`src/bus_cycle_params.svh`:
```
// offsets, encodings and cycle counts for the bus cycle sequencer
`ifndef BUS_CYCLE_PARAMS_SVH
`define BUS_CYCLE_PARAMS_SVH

`define ADDR_DUMMY  16'hffff
`define LEN_INH     3'd2
`define LEN_JUMP    3'd3
`define LEN_ACC     3'd4
`define LEN_WORD    3'd5
`define LEN_LONG    3'd6
`define RET_OFS_IDX 16'h0002
`define RET_OFS_EXT 16'h0003
`define STEP_FIRST  3'd1

`endif

```
`src/bus_cycle_pkg.sv`:
```
// types shared by the bus cycle sequencer
package bus_cycle_pkg;

    typedef enum logic [3:0] {
        K_JUMP,
        K_ACC_LOAD,
        K_ACC_STORE,
        K_WORD_LOAD,
        K_WORD_STORE,
        K_RMW,
        K_WORD_ARITH,
        K_CALL,
        K_INHERENT
    } op_kind_t;

    typedef enum logic {
        ST_IDLE,
        ST_RUN
    } seq_state_t;

endpackage

```
`src/cpu_bus_cycle_sequencer.sv`:
```
// bus cycle sequencer for indexed, extended and short inherent instructions
`include "bus_cycle_params.svh"
`timescale 1ns/1ps
`default_nettype none

module cpu_bus_cycle_sequencer
    import bus_cycle_pkg::*;
(
    input  wire logic        clk_i,
    input  wire logic        reset_n_i,
    input  wire logic        start_i,
    input  wire op_kind_t    kind_i,
    input  wire logic        extended_i,
    input  wire logic [15:0] op_addr_i,
    input  wire logic [15:0] index_i,
    input  wire logic [15:0] stack_i,
    input  wire logic [15:0] store_data_i,
    input  wire logic [7:0]  new_data_i,
    input  wire logic [7:0]  data_i,
    output logic      [15:0] addr_o,
    output logic             rw_o,
    output logic      [7:0]  data_o,
    output logic             data_oe_o,
    output logic             busy_o,
    output logic             last_o,
    output logic      [2:0]  step_o,
    output logic      [7:0]  rd_data_o,
    output logic             rd_valid_o
);

    logic [1:0]  rst_sync_q;
    logic        rst_n;
    seq_state_t  state_q;
    seq_state_t  state_d;
    logic [2:0]  step_q;
    logic [2:0]  step_d;
    logic [2:0]  len_q;
    logic [2:0]  len_d;
    logic        last_d;
    op_kind_t    kind_q;
    logic        ext_q;
    logic [15:0] op_q;
    logic [15:0] idx_q;
    logic [15:0] sp_q;
    logic [15:0] store_q;
    logic [7:0]  hi_q;
    logic [15:0] ea_q;
    logic [15:0] ea_now;
    logic [15:0] ret_addr;
    logic [15:0] addr_d;
    logic        rw_d;
    logic [7:0]  dout_d;
    logic        oe_d;
    logic        take;
    logic [2:0]  nxt;

    // reset is released through two flops so every flop on rst_n leaves reset together
    always_ff @(posedge clk_i or negedge reset_n_i)
    begin
        if (!reset_n_i)
            rst_sync_q <= 2'b00;
        else
            rst_sync_q <= {rst_sync_q[0], 1'b1};
    end

    assign rst_n = rst_sync_q[1];

    function automatic logic [2:0] len_of(input op_kind_t k);
        unique case (k)
            K_JUMP:       len_of = `LEN_JUMP;
            K_ACC_LOAD,
            K_ACC_STORE:  len_of = `LEN_ACC;
            K_WORD_LOAD,
            K_WORD_STORE: len_of = `LEN_WORD;
            K_RMW,
            K_WORD_ARITH,
            K_CALL:       len_of = `LEN_LONG;
            default:      len_of = `LEN_INH;
        endcase
    endfunction

    // a new instruction may start in the final cycle of the previous one
    assign take = start_i && ((state_q == ST_IDLE) || last_o);
    assign nxt  = step_q + 3'd1;
    // indexed: offset is unsigned; extended: low address byte arrives this cycle
    assign ea_now   = ext_q ? {hi_q, data_i} : idx_q + {8'h00, hi_q};
    assign ret_addr = op_q + (ext_q ? `RET_OFS_EXT : `RET_OFS_IDX);

    always_comb
    begin
        state_d = ST_IDLE;
        step_d  = 3'd0;
        len_d   = len_q;
        addr_d  = `ADDR_DUMMY;
        rw_d    = 1'b1;
        dout_d  = 8'h00;
        oe_d    = 1'b0;
        if (take)
        begin
            state_d = ST_RUN;
            step_d  = `STEP_FIRST;
            len_d   = len_of(kind_i);
            addr_d  = op_addr_i;
        end
        else if (state_q == ST_RUN && !last_o)
        begin
            state_d = ST_RUN;
            step_d  = nxt;
            unique case (nxt)
                3'd2: addr_d = op_q + 16'h0001;
                3'd3: addr_d = ext_q ? op_q + 16'h0002 : `ADDR_DUMMY;
                3'd4:
                begin
                    addr_d = ea_now;
                    if (kind_q == K_ACC_STORE)
                    begin
                        rw_d   = 1'b0;
                        oe_d   = 1'b1;
                        dout_d = store_q[7:0];
                    end
                    else if (kind_q == K_WORD_STORE)
                    begin
                        rw_d   = 1'b0;
                        oe_d   = 1'b1;
                        dout_d = store_q[15:8];
                    end
                end
                3'd5:
                begin
                    unique case (kind_q)
                        K_RMW: addr_d = `ADDR_DUMMY;
                        K_CALL:
                        begin
                            addr_d = sp_q;
                            rw_d   = 1'b0;
                            oe_d   = 1'b1;
                            dout_d = ret_addr[7:0];
                        end
                        K_WORD_STORE:
                        begin
                            addr_d = ea_q + 16'h0001;
                            rw_d   = 1'b0;
                            oe_d   = 1'b1;
                            dout_d = store_q[7:0];
                        end
                        default: addr_d = ea_q + 16'h0001;
                    endcase
                end
                3'd6:
                begin
                    unique case (kind_q)
                        K_RMW:
                        begin
                            addr_d = ea_q;
                            rw_d   = 1'b0;
                            oe_d   = 1'b1;
                            dout_d = new_data_i;
                        end
                        K_CALL:
                        begin
                            // indexed call climbs, extended call descends
                            addr_d = ext_q ? sp_q - 16'h0001 : sp_q + 16'h0001;
                            rw_d   = 1'b0;
                            oe_d   = 1'b1;
                            dout_d = ret_addr[15:8];
                        end
                        default: addr_d = `ADDR_DUMMY;
                    endcase
                end
                default: addr_d = `ADDR_DUMMY;
            endcase
        end
    end

    assign last_d = (state_d == ST_RUN) && (step_d == len_d);

    always_ff @(posedge clk_i or negedge rst_n)
    begin
        if (!rst_n)
        begin
            state_q <= ST_IDLE;
            step_q  <= 3'd0;
            len_q   <= `LEN_INH;
        end
        else
        begin
            state_q <= state_d;
            step_q  <= step_d;
            len_q   <= len_d;
        end
    end

    // operands are frozen at acceptance so the core may move on meanwhile
    always_ff @(posedge clk_i or negedge rst_n)
    begin
        if (!rst_n)
        begin
            kind_q  <= K_INHERENT;
            ext_q   <= 1'b0;
            op_q    <= 16'h0000;
            idx_q   <= 16'h0000;
            sp_q    <= 16'h0000;
            store_q <= 16'h0000;
        end
        else if (take)
        begin
            kind_q  <= kind_i;
            ext_q   <= extended_i;
            op_q    <= op_addr_i;
            idx_q   <= index_i;
            sp_q    <= stack_i;
            store_q <= store_data_i;
        end
    end

    always_ff @(posedge clk_i or negedge rst_n)
    begin
        if (!rst_n)
        begin
            hi_q <= 8'h00;
            ea_q <= 16'h0000;
        end
        else if (state_q == ST_RUN && !take)
        begin
            if (step_q == 3'd2)
                hi_q <= data_i;
            if (step_q == 3'd3)
                ea_q <= ea_now;
        end
    end

    always_ff @(posedge clk_i or negedge rst_n)
    begin
        if (!rst_n)
        begin
            addr_o    <= `ADDR_DUMMY;
            rw_o      <= 1'b1;
            data_o    <= 8'h00;
            data_oe_o <= 1'b0;
            busy_o    <= 1'b0;
            last_o    <= 1'b0;
            step_o    <= 3'd0;
        end
        else
        begin
            addr_o    <= addr_d;
            rw_o      <= rw_d;
            data_o    <= dout_d;
            data_oe_o <= oe_d;
            busy_o    <= (state_d == ST_RUN);
            last_o    <= last_d;
            step_o    <= step_d;
        end
    end

    // read data handed back one cycle after its bus cycle
    always_ff @(posedge clk_i or negedge rst_n)
    begin
        if (!rst_n)
        begin
            rd_data_o  <= 8'h00;
            rd_valid_o <= 1'b0;
        end
        else
        begin
            rd_data_o  <= data_i;
            rd_valid_o <= busy_o && rw_o;
        end
    end
endmodule

`default_nettype wire

```
`config.mk`:
```
export PLATFORM = sky130hd
export DESIGN_NAME = cpu_bus_cycle_sequencer
export DESIGN_NICKNAME = d
export VERILOG_FILES = /design/src/bus_cycle_pkg.sv /design/src/cpu_bus_cycle_sequencer.sv
export VERILOG_INCLUDE_DIRS = /design/src
export SDC_FILE = /design/constraint.sdc
export NUM_CORES = 1
export LEC_CHECK = 0
export BUFFER_PORTS_ARGS = -buffer_cell sky130_fd_sc_hd__buf_2
export CORE_MARGIN = 2
export CORE_UTILIZATION = 45
export DETAILED_ROUTE_END_ITERATION = 12
export PLACE_DENSITY = 0.75
export SLEW_MARGIN = 40
export SYNTH_ARGS = -nofsm -noshare
export SYNTH_HDL_FRONTEND = slang
export SYNTH_SLANG_ARGS = --single-unit
export TNS_END_PERCENT = 10
```
`constraint.sdc`:
```
create_clock -name clk_i -period 5.8 [get_ports clk_i]
set_clock_uncertainty 0.15 [all_clocks]
set_input_delay 0.29 -clock clk_i [delete_from_list [all_inputs] [get_ports clk_i]]
set_output_delay 0.29 -clock clk_i [all_outputs]
set_load 0.1 [all_outputs]
```
* Word level (Yosys, flattened, before mapping)
Memories as Yosys holds them, arrays and structs flattened.
Index checks and enable logic that the tools add are counted.
** Storage, ports and cells
- Output and inout port bits :: 40
- Register bits after elaboration :: 138
- Input port bits :: 88
- Bits in read-only memories :: 24
- Memories kept :: 1
** Cells by class
- Reductions and logical operators :: 12
- $add $sub $neg :: 8
- Equality and inequality tests :: 12
- Multiplexer cells :: 36
- Bitwise operators :: 1
** Memories
- (no name shown) :: words 8, width 3, read ports 1, clocked after memory_dff 0, wr ports 0, RTL line cpu_bus_cycle_sequencer.sv:69 : unique case (k)
** Operators with widths (count)
- 16-bit two-way mux :: 5
- 16-bit one-hot mux with 5 select lines :: 1
- 16-bit one-hot mux with 2 select lines :: 2
- 16-bit by 1-bit adder with 16-bit output (second input constant) :: 3
- 8-bit two-way mux :: 4
- 8-bit one-hot mux with 2 select lines :: 2
- 8-bit one-hot mux with 3 select lines :: 1
- 16-bit by 2-bit adder with 16-bit output :: 1
- 16-bit by 2-bit adder with 16-bit output (second input constant) :: 1
- 16-bit by 8-bit adder with 16-bit output :: 1
- 16-bit by 1-bit subtractor with 16-bit output (second input constant) :: 1
- 1-bit two-way mux :: 15
- 3-bit by 2-bit equality test with 1-bit output (second input constant) :: 4
- 4-bit by 3-bit equality test with 1-bit output (second input constant) :: 3
- 3-bit two-way mux :: 4
- 3-bit equality test (second input constant) :: 3
- 1-bit one-hot mux with 3 select lines :: 2
- 1-bit logical AND :: 5
- 4-bit by 2-bit equality test with 1-bit output (second input constant) :: 1
- 2-bit AND reduction :: 2
- 2-bit OR reduction :: 2
- 3-bit by 1-bit adder with 3-bit output (second input constant) :: 1
- 3-bit equality test :: 1
- 1-bit zero test :: 2
- other kinds (2) :: 2

* Logic depth before layout (Yosys ltp)
Gate-level depths: netlist of the first run.
- Depth after elaboration :: 6
- Mapped depth :: 10
- Gate-level depth less buffers :: 10

* Least setup slack after synthesis of the first run
Ideal clock, no wire load.
- Kind :: register -> register
- Start point :: register, netlist name step_o[0]
- End point :: register addr_o[14]
- Arrival time :: 2.677 ns
- Setup time :: 0.090 ns
- Path buffers :: 0
- Setup slack :: 2.883 ns
- Clock period less this slack :: 2.917 ns
- Stages on the path, launching flop included :: 10
- Cells stage by stage :: dfrtp_1 > ha_1 > ha_1 > nor3b_2 > o31ai_1 > a21boi_1 > a31oi_1 > o21ai_1 > a2111oi_0 > o22ai_1
** RTL lines
- end signal: assignment :: RTL line cpu_bus_cycle_sequencer.sv:236 : addr_o <= `ADDR_DUMMY;
- end signal: assignment :: RTL line cpu_bus_cycle_sequencer.sv:246 : addr_o <= addr_d;
- end: declaration :: RTL line cpu_bus_cycle_sequencer.sv:20 : output logic [15:0] addr_o,

==> flow_summary.json, run 1 <==
{
  "status": "finished clean",
  "die_x_um": 144,
  "min_path_type": "input pin to flop",
  "row_count": 51,
  "crit_fanout": 17,
  "placed_area_um2": 9650,
  "nNetsFinal": 1233,
  "core-area_um2": 19300,
  "drive_above_1_share": 0.257,
  "dp.cells": 1276,
  "whs_ns": 0.0210,
  "ys_ff_latch": 138,
  "synth_cell_type_count": 73,
  "via_per_inst": 5.86,
  "synthArstFlopShare": 1.00,
  "final_common_cell": "buf_2",
  "mostFrequentLayoutCells": "buf_2 (127), dfrtp_1 (117), nor2_1 (84)",
  "rsz0062_at_grt": "false",
  "tightest_slew_ns": 0.793,
  "dieArea_um2": 20800,
  "yosys_warnings": 0,
  "setup_tns_ns": 0,
  "period_minus_slack_ns": 3.15,
  "cp-end-kind": "flop",
  "final_cells": 1384,
  "grt.overflow.total": 0,
  "drt_iter0_drc": 721,
  "ys.flop_type": "dfrtp_1",
  "r2r-end": "addr_o[14]$_DFF_PN1_",
  "die_h_um": 144,
  "cts_max_level": 4,
  "top_level_ports": 128,
  "cp.arrival_ns": 3.36,
  "ir_drop_v": 0.000478,
  "maxCapViolCount": 0,
  "initial_utilization": 0.457,
  "cts_buffers": 17,
  "gp_congestion": 1.07,
  "fin_area_um2": 11000,
  "r2r_start": "step_o[0]$_DFF_PN0_",
  "cp_data_required_time_ns": 6.01,
  "crit_end": "addr_o[14]$_DFF_PN1_",
  "portBuffers": 127,
  "start_kind": "flop",
  "via_count": 8116,
  "hold_violations": 0,
  "syn_area_um2": 8830,
  "cts_tree": "done",
  "firstDrtPassIters": 7,
  "maxSlewHeadroom": 0.471,
  "drc": 0,
  "rrSetupSlack_ns": 2.65,
  "syn_nets": 1051,
  "syn2layout_area_growth_pct": 24.9,
  "slew_viol_final": 0,
  "clk_path_buf_depth": 2,
  "antenna_cells": 0,
  "dp_hpwl_um": 20000,
  "antenna_found_initial": 0,
  "finalSetupViolCount": 0,
  "grtUsageTotal": 0.279,
  "wl_per_cell_um": 20.6,
  "grt_pass1_wl_um": 43700,
  "grt_max_degree": 59,
  "grt_pass1_vias": 7797,
  "clk_pin_slew_ns": 0.07,
  "fmax_ghz": 0.318,
  "synth_cells": 924,
  "power.density_nw_per_um2": 664,
  "power.leakage_uw": 0.00469,
  "wirelength_um": 28500,
  "ff2ff_path_depth": 9,
  "startpoint": "step_o[0]$_DFF_PN0_",
  "cts_sinks": 138,
  "syn_area_per_cell_um2": 9.56,
  "ant_nets": 0,
  "yosysSeqAreaShare": 0.394,
  "cts_root_buf": "clkbuf_16",
  "clkLatencyLatePin_ns": 0.44,
  "period_share": 0.543,
  "synth_edf_count": 0,
  "crit_type": "flop to flop"
}
-- registers in the layout (all words and copies together) (netlist names) --
register	cells
ea_q	16
rd_data_o	8
rd_valid_o	1
len_q	3
step_o	3
addr_o	16
rw_o	1
data_oe_o	1
kind_q	4
idx_q	16
ext_q	1
store_q	16
last_o	1
sp_q	16
op_q	16
hi_q	8
rst_sync_q	2
data_o	8
busy_o	1
-- cell usage after synthesis (5+ instances only) --
library cell / n / area share
a2111oi_0: 7 / 0.0069
a211oi_1: 10 / 0.0085
a21o_1: 6 / 0.0051
a21oi_1: 72 / 0.041
a22oi_1: 6 / 0.0051
a31oi_1: 16 / 0.011
and2_1: 6 / 0.0043
and3_1: 7 / 0.0050
buf_2: 14 / 0.0079
clkbuf_1: 31 / 0.013
dfrtp_1: 119 / 0.34
dfstp_2: 19 / 0.057
ha_1: 37 / 0.052
inv_1: 28 / 0.012
mux2_2: 81 / 0.10
mux2i_1: 13 / 0.015
nand2_1: 67 / 0.028
nand2b_1: 5 / 0.0035
nand3_1: 27 / 0.015
nand4_1: 13 / 0.0092
nor2_1: 84 / 0.036
nor2b_1: 7 / 0.0050
nor3_1: 12 / 0.0068
nor4_1: 5 / 0.0035
o211ai_1: 6 / 0.0051
o21a_1: 7 / 0.0060
o21ai_0: 51 / 0.029
o21ai_1: 8 / 0.0045
o221ai_1: 13 / 0.013
o22ai_1: 9 / 0.0064
o31ai_1: 6 / 0.0051
or3_1: 5 / 0.0035
xnor2_1: 37 / 0.037
xor2_1: 28 / 0.028
-- worst max-delay path, stage by stage (launching register included) --
cell and delay [ns]:
dfrtp_1 0.44, ha_1 0.23, ha_1 0.53, nand2_1 0.46, nand2_1 0.25, a21boi_1 0.24, a31oi_1 0.23, o21ai_1 0.09
a2111oi_0 0.31, o22ai_1 0.13
-- logic make-up (layout without fill, tap and decap cells) --
group | after synthesis | count (layout) | share of synthesized area
buf+inv | 80 | 275 | 0.0414
simple gates | 252 | 252 | 0.134
flops | 138 | 138 | 0.394
compound gates | 255 | 255 | 0.191
xor+xnor | 65 | 65 | 0.0645
fa+ha+maj | 39 | 39 | 0.0570
other cells | 1 | 1 | 0.000425
mux | 94 | 94 | 0.118
-- layer usage --
metal,vias to the layer above,track usage,share of wire
met3,76,0.0573,0.076
met4,0,0.141,0.044
met1,3915,0.372,0.42
met2,387,0.431,0.46
li1,3738,-,-
met5,-,0,0
-- layout make-up --
cell class,instances,area (um^2)
fillers,1679,8310
multi-input cells,706,5000
flip-flops and latches,138,3480
repair buffers,214,1490
clock buffers,17,425
well taps,265,332
clock inverters,15,186
inverters,29,109
-- what timing repair did --
| item | 4_1_cts | 5_1_grt |
|---|---|---|
| hold buffers | 76 | 0 |
| endpoints found under the hold margin | 92 | 0 |
| gates resized for setup | 0 | 0 |
| setup buffers | 0 | 0 |
-- metrics by stage --
step                power, uW  utilization  setup slack [ns]
finish                   7320        0.570              2.65
global route             7770        0.570              2.48
CTS                      7250        0.570              2.75
detailed placement       6010        0.499              2.75
global placement         5960        0.498              2.80
floorplan                5000            -              1.55
-- worst min-delay path by stage --
stage | start | slack [ns] | cells after the start | endpoint
global route | op_addr_i[6] | 0.03 | 2 | op_q[6]$_DFFE_PN0P_
finish | kind_i[1] | 0.02 | 3 | kind_q[1]$_DFFE_PN0P_
detailed placement | reset_n_i | -0.07 | 1 | rst_sync_q[0]$_DFF_PN0_
CTS | kind_i[1] | 0.01 | 3 | kind_q[1]$_DFFE_PN0P_
floorplan | reset_n_i | -0.16 | 0 | rst_sync_q[0]$_DFF_PN0_
global placement | reset_n_i | -0.07 | 1 | rst_sync_q[0]$_DFF_PN0_
-- report_power, final --
| group | total (uW) | leakage, uW | internal (uW) | switching [uW] |
|---|---|---|---|---|
| logic | 4130 | 0.00276 | 1540 | 2590 |
| clock network | 1160 | 0.000293 | 683 | 473 |
| registers | 2030 | 0.00164 | 1430 | 602 |
No activity file was read; power rests on OpenSTA's default activity.
==> run 2: changes to the inputs <==
--- a/config.mk
+++ b/config.mk
@@ -10,7 +10,7 @@
 export CORE_MARGIN = 2
 export CORE_UTILIZATION = 45
 export DETAILED_ROUTE_END_ITERATION = 12
-export PLACE_DENSITY = 0.75
+export PLACE_DENSITY = 0.78
 export SLEW_MARGIN = 40
 export SYNTH_ARGS = -nofsm -noshare
 export SYNTH_HDL_FRONTEND = slang
==> constraint.sdc (replaced) <==
create_clock -name clk_i -period 2.75 [get_ports clk_i]
set_clock_uncertainty 0.15 [all_clocks]
set_input_delay 0.1375 -clock clk_i [delete_from_list [all_inputs] [get_ports clk_i]]
set_output_delay 0.1375 -clock clk_i [all_outputs]
set_load 0.1 [all_outputs]
==> flow_summary.json, run 2 (synthesis results as in run 1) <==
{
  "grt.overflow.total": 0,
  "maxCapViolCount": 0,
  "power.leakage_uw": 0.00499,
  "die_x_um": 144,
  "cts_root_buf": "clkbuf_16",
  "clk_path_buf_depth": 2,
  "crit_fanout": 5,
  "slew_viol_final": 0,
  "top_level_ports": 128,
  "initial_utilization": 0.457,
  "cp-end-kind": "flop",
  "tightest_slew_ns": 0.700,
  "placed_area_um2": 10100,
  "cts_buffers": 17,
  "via_count": 8410,
  "syn2layout_area_growth_pct": 31.4,
  "status": "finished clean",
  "period_share": 0.971,
  "die_h_um": 144,
  "grt_max_degree": 69,
  "firstDrtPassIters": 9,
  "dieArea_um2": 20800,
  "core-area_um2": 19300,
  "fillers": 1628,
  "grt_pass1_wl_um": 44000,
  "fmax_ghz": 0.375,
  "period_minus_slack_ns": 2.67,
  "wirelength_um": 28400,
  "ant_nets": 0,
  "crit_type": "flop to flop",
  "grt_pass1_vias": 8167,
  "cts_sinks": 138,
  "power.density_nw_per_um2": 1400,
  "crit_chain": "ha_1 > inv_1 > fa_2 > nor2b_2 > o31a_1 > o31ai_4 > xnor2_1 > nor2_1 > o311a_1 > a21oi_1",
  "clk_pin_slew_ns": 0.07,
  "row_count": 51,
  "crit_slowest_cell": "dfrtp_1",
  "start_kind": "flop",
  "drc": 0,
  "portBuffers": 127,
  "via_per_inst": 5.80,
  "cp_data_required_time_ns": 2.95,
  "dp_hpwl_um": 20700,
  "rsz0062_at_grt": "true",
  "maxSlewHeadroom": 0.531,
  "finalSetupViolCount": 0,
  "clkLatencyLatePin_ns": 0.43,
  "cts_tree": "done",
  "fin_area_um2": 11600,
  "setup_tns_ns": 0,
  "ir_drop_v": 0.000654,
  "min_path_type": "input pin to flop",
  "drt_iter0_drc": 755,
  "hold_violations": 0,
  "grtUsageTotal": 0.277,
  "max_stage_delay_ns": 0.40,
  "final_common_cell": "buf_2",
  "nNetsFinal": 1299,
  "wl_per_cell_um": 19.6,
  "antenna_cells": 0,
  "gp_congestion": 0.981,
  "mostFrequentLayoutCells": "buf_2 (127), dfrtp_1 (117), dlygate4sd3_1 (86)",
  "cts_max_level": 4,
  "antenna_found_initial": 0,
  "drive_above_1_share": 0.299,
  "cp.arrival_ns": 2.87
}
[run 2: cell count changes in the layout (fill, tap and decap cells not counted), sizes merged]
| cell | before | now |
|---|---|---|
| buf | 138 | 194 |
| bufinv | 3 | 1 |
| clkbuf | 17 | 18 |
| clkinv | 4 | 1 |
| clkinvlp | 3 | 6 |
| dlygate4sd3 | 76 | 86 |
| inv | 34 | 35 |
[run 2: where the power goes]
group / total [uW] / internal [uW] / switching [uW]
Sequential: 4020 / 3020 / 1000
Combinational: 9980 / 3980 / 6000
Clock: 2240 / 1260 / 978
[run 2: per-stage QoR]
| step | hold WS [ns] | total power, uW | utilization | cells | setup slack (ns) |
|---|---|---|---|---|---|
| 3_5_place_dp | -0.225 | 13500 | 0.523 | 1331 | -0.135 |
| 6_report | 0.0420 | 16200 | 0.600 | 1450 | 0.0804 |
| 4_1_cts | 0.0122 | 15900 | 0.598 | 1449 | 0.0184 |
| 3_3_place_gp | -0.226 | 13300 | 0.523 | 1331 | -0.0663 |
| 5_1_grt | 0.0328 | 17100 | 0.600 | 1450 | -0.0278 |
| 2_1_floorplan | -0.308 | 10500 | - | 924 | -0.167 |
[run 2: routing by layer]
metal	vias up	wire, um	GRT usage
met5	-	0	0
met4	0	1230	0.123
met3	89	2180	0.0487
met2	463	13300	0.440
met1	3987	11800	0.372
li1	3871	-	-
[run 2: area by class of cell]
class / count / area, um^2 / share of cell area
Multi-Input combinational cell: 706 / 5050 / 0.436
Sequential cell: 138 / 3480 / 0.300
Clock inverter: 14 / 138 / 0.0119
Clock buffer: 18 / 429 / 0.0370
Inverter: 29 / 109 / 0.00938
Timing Repair Buffer: 280 / 2060 / 0.178
Tap cell: 265 / 332 / 0.0286
[run 2: timing repair]
item | CTS | global route
setup buffers | 0 | 1
pin swaps | 0 | 2
setup endpoints to repair | 4 | 8
resized for setup | 5 | 13
hold buffers | 86 | 0
endpoints found under the hold margin | 116 | 0
cloned | 0 | 0
[run 2: final timing paths]
check	from	to	slack (ns)	depth (start not counted)
worst max-delay path	idx_q[0]$_DFFE_PN0P_	addr_o[8]$_DFF_PN1_	0.08	10
worst min-delay path	new_data_i[6]	data_o[6]$_DFF_PN0_	0.04	5
worst max register to register	idx_q[0]$_DFFE_PN0P_	addr_o[8]$_DFF_PN1_	0.08	10
worst min register to register	rst_sync_q[1]$_DFF_PN0_	rd_data_o[2]$_DFF_PN0_	0.08	0
max in group asynchronous	rst_sync_q[1]$_DFF_PN0_	addr_o[7]$_DFF_PN1_	1.64	1
min in group asynchronous	rst_sync_q[1]$_DFF_PN0_	rd_data_o[2]$_DFF_PN0_	0.08	0
[run 2: critical path, delay by kind of cell, from the launching register on]
family	cells	cell delay (ns)
adder cells (fa/ha/maj)	2	0.45
XOR/XNOR	1	0.18
AO/OA/AOI/OAI	4	1.18
flip-flops	1	0.40
AND/OR/NAND/NOR	2	0.13
buffers and inverters	1	0.08
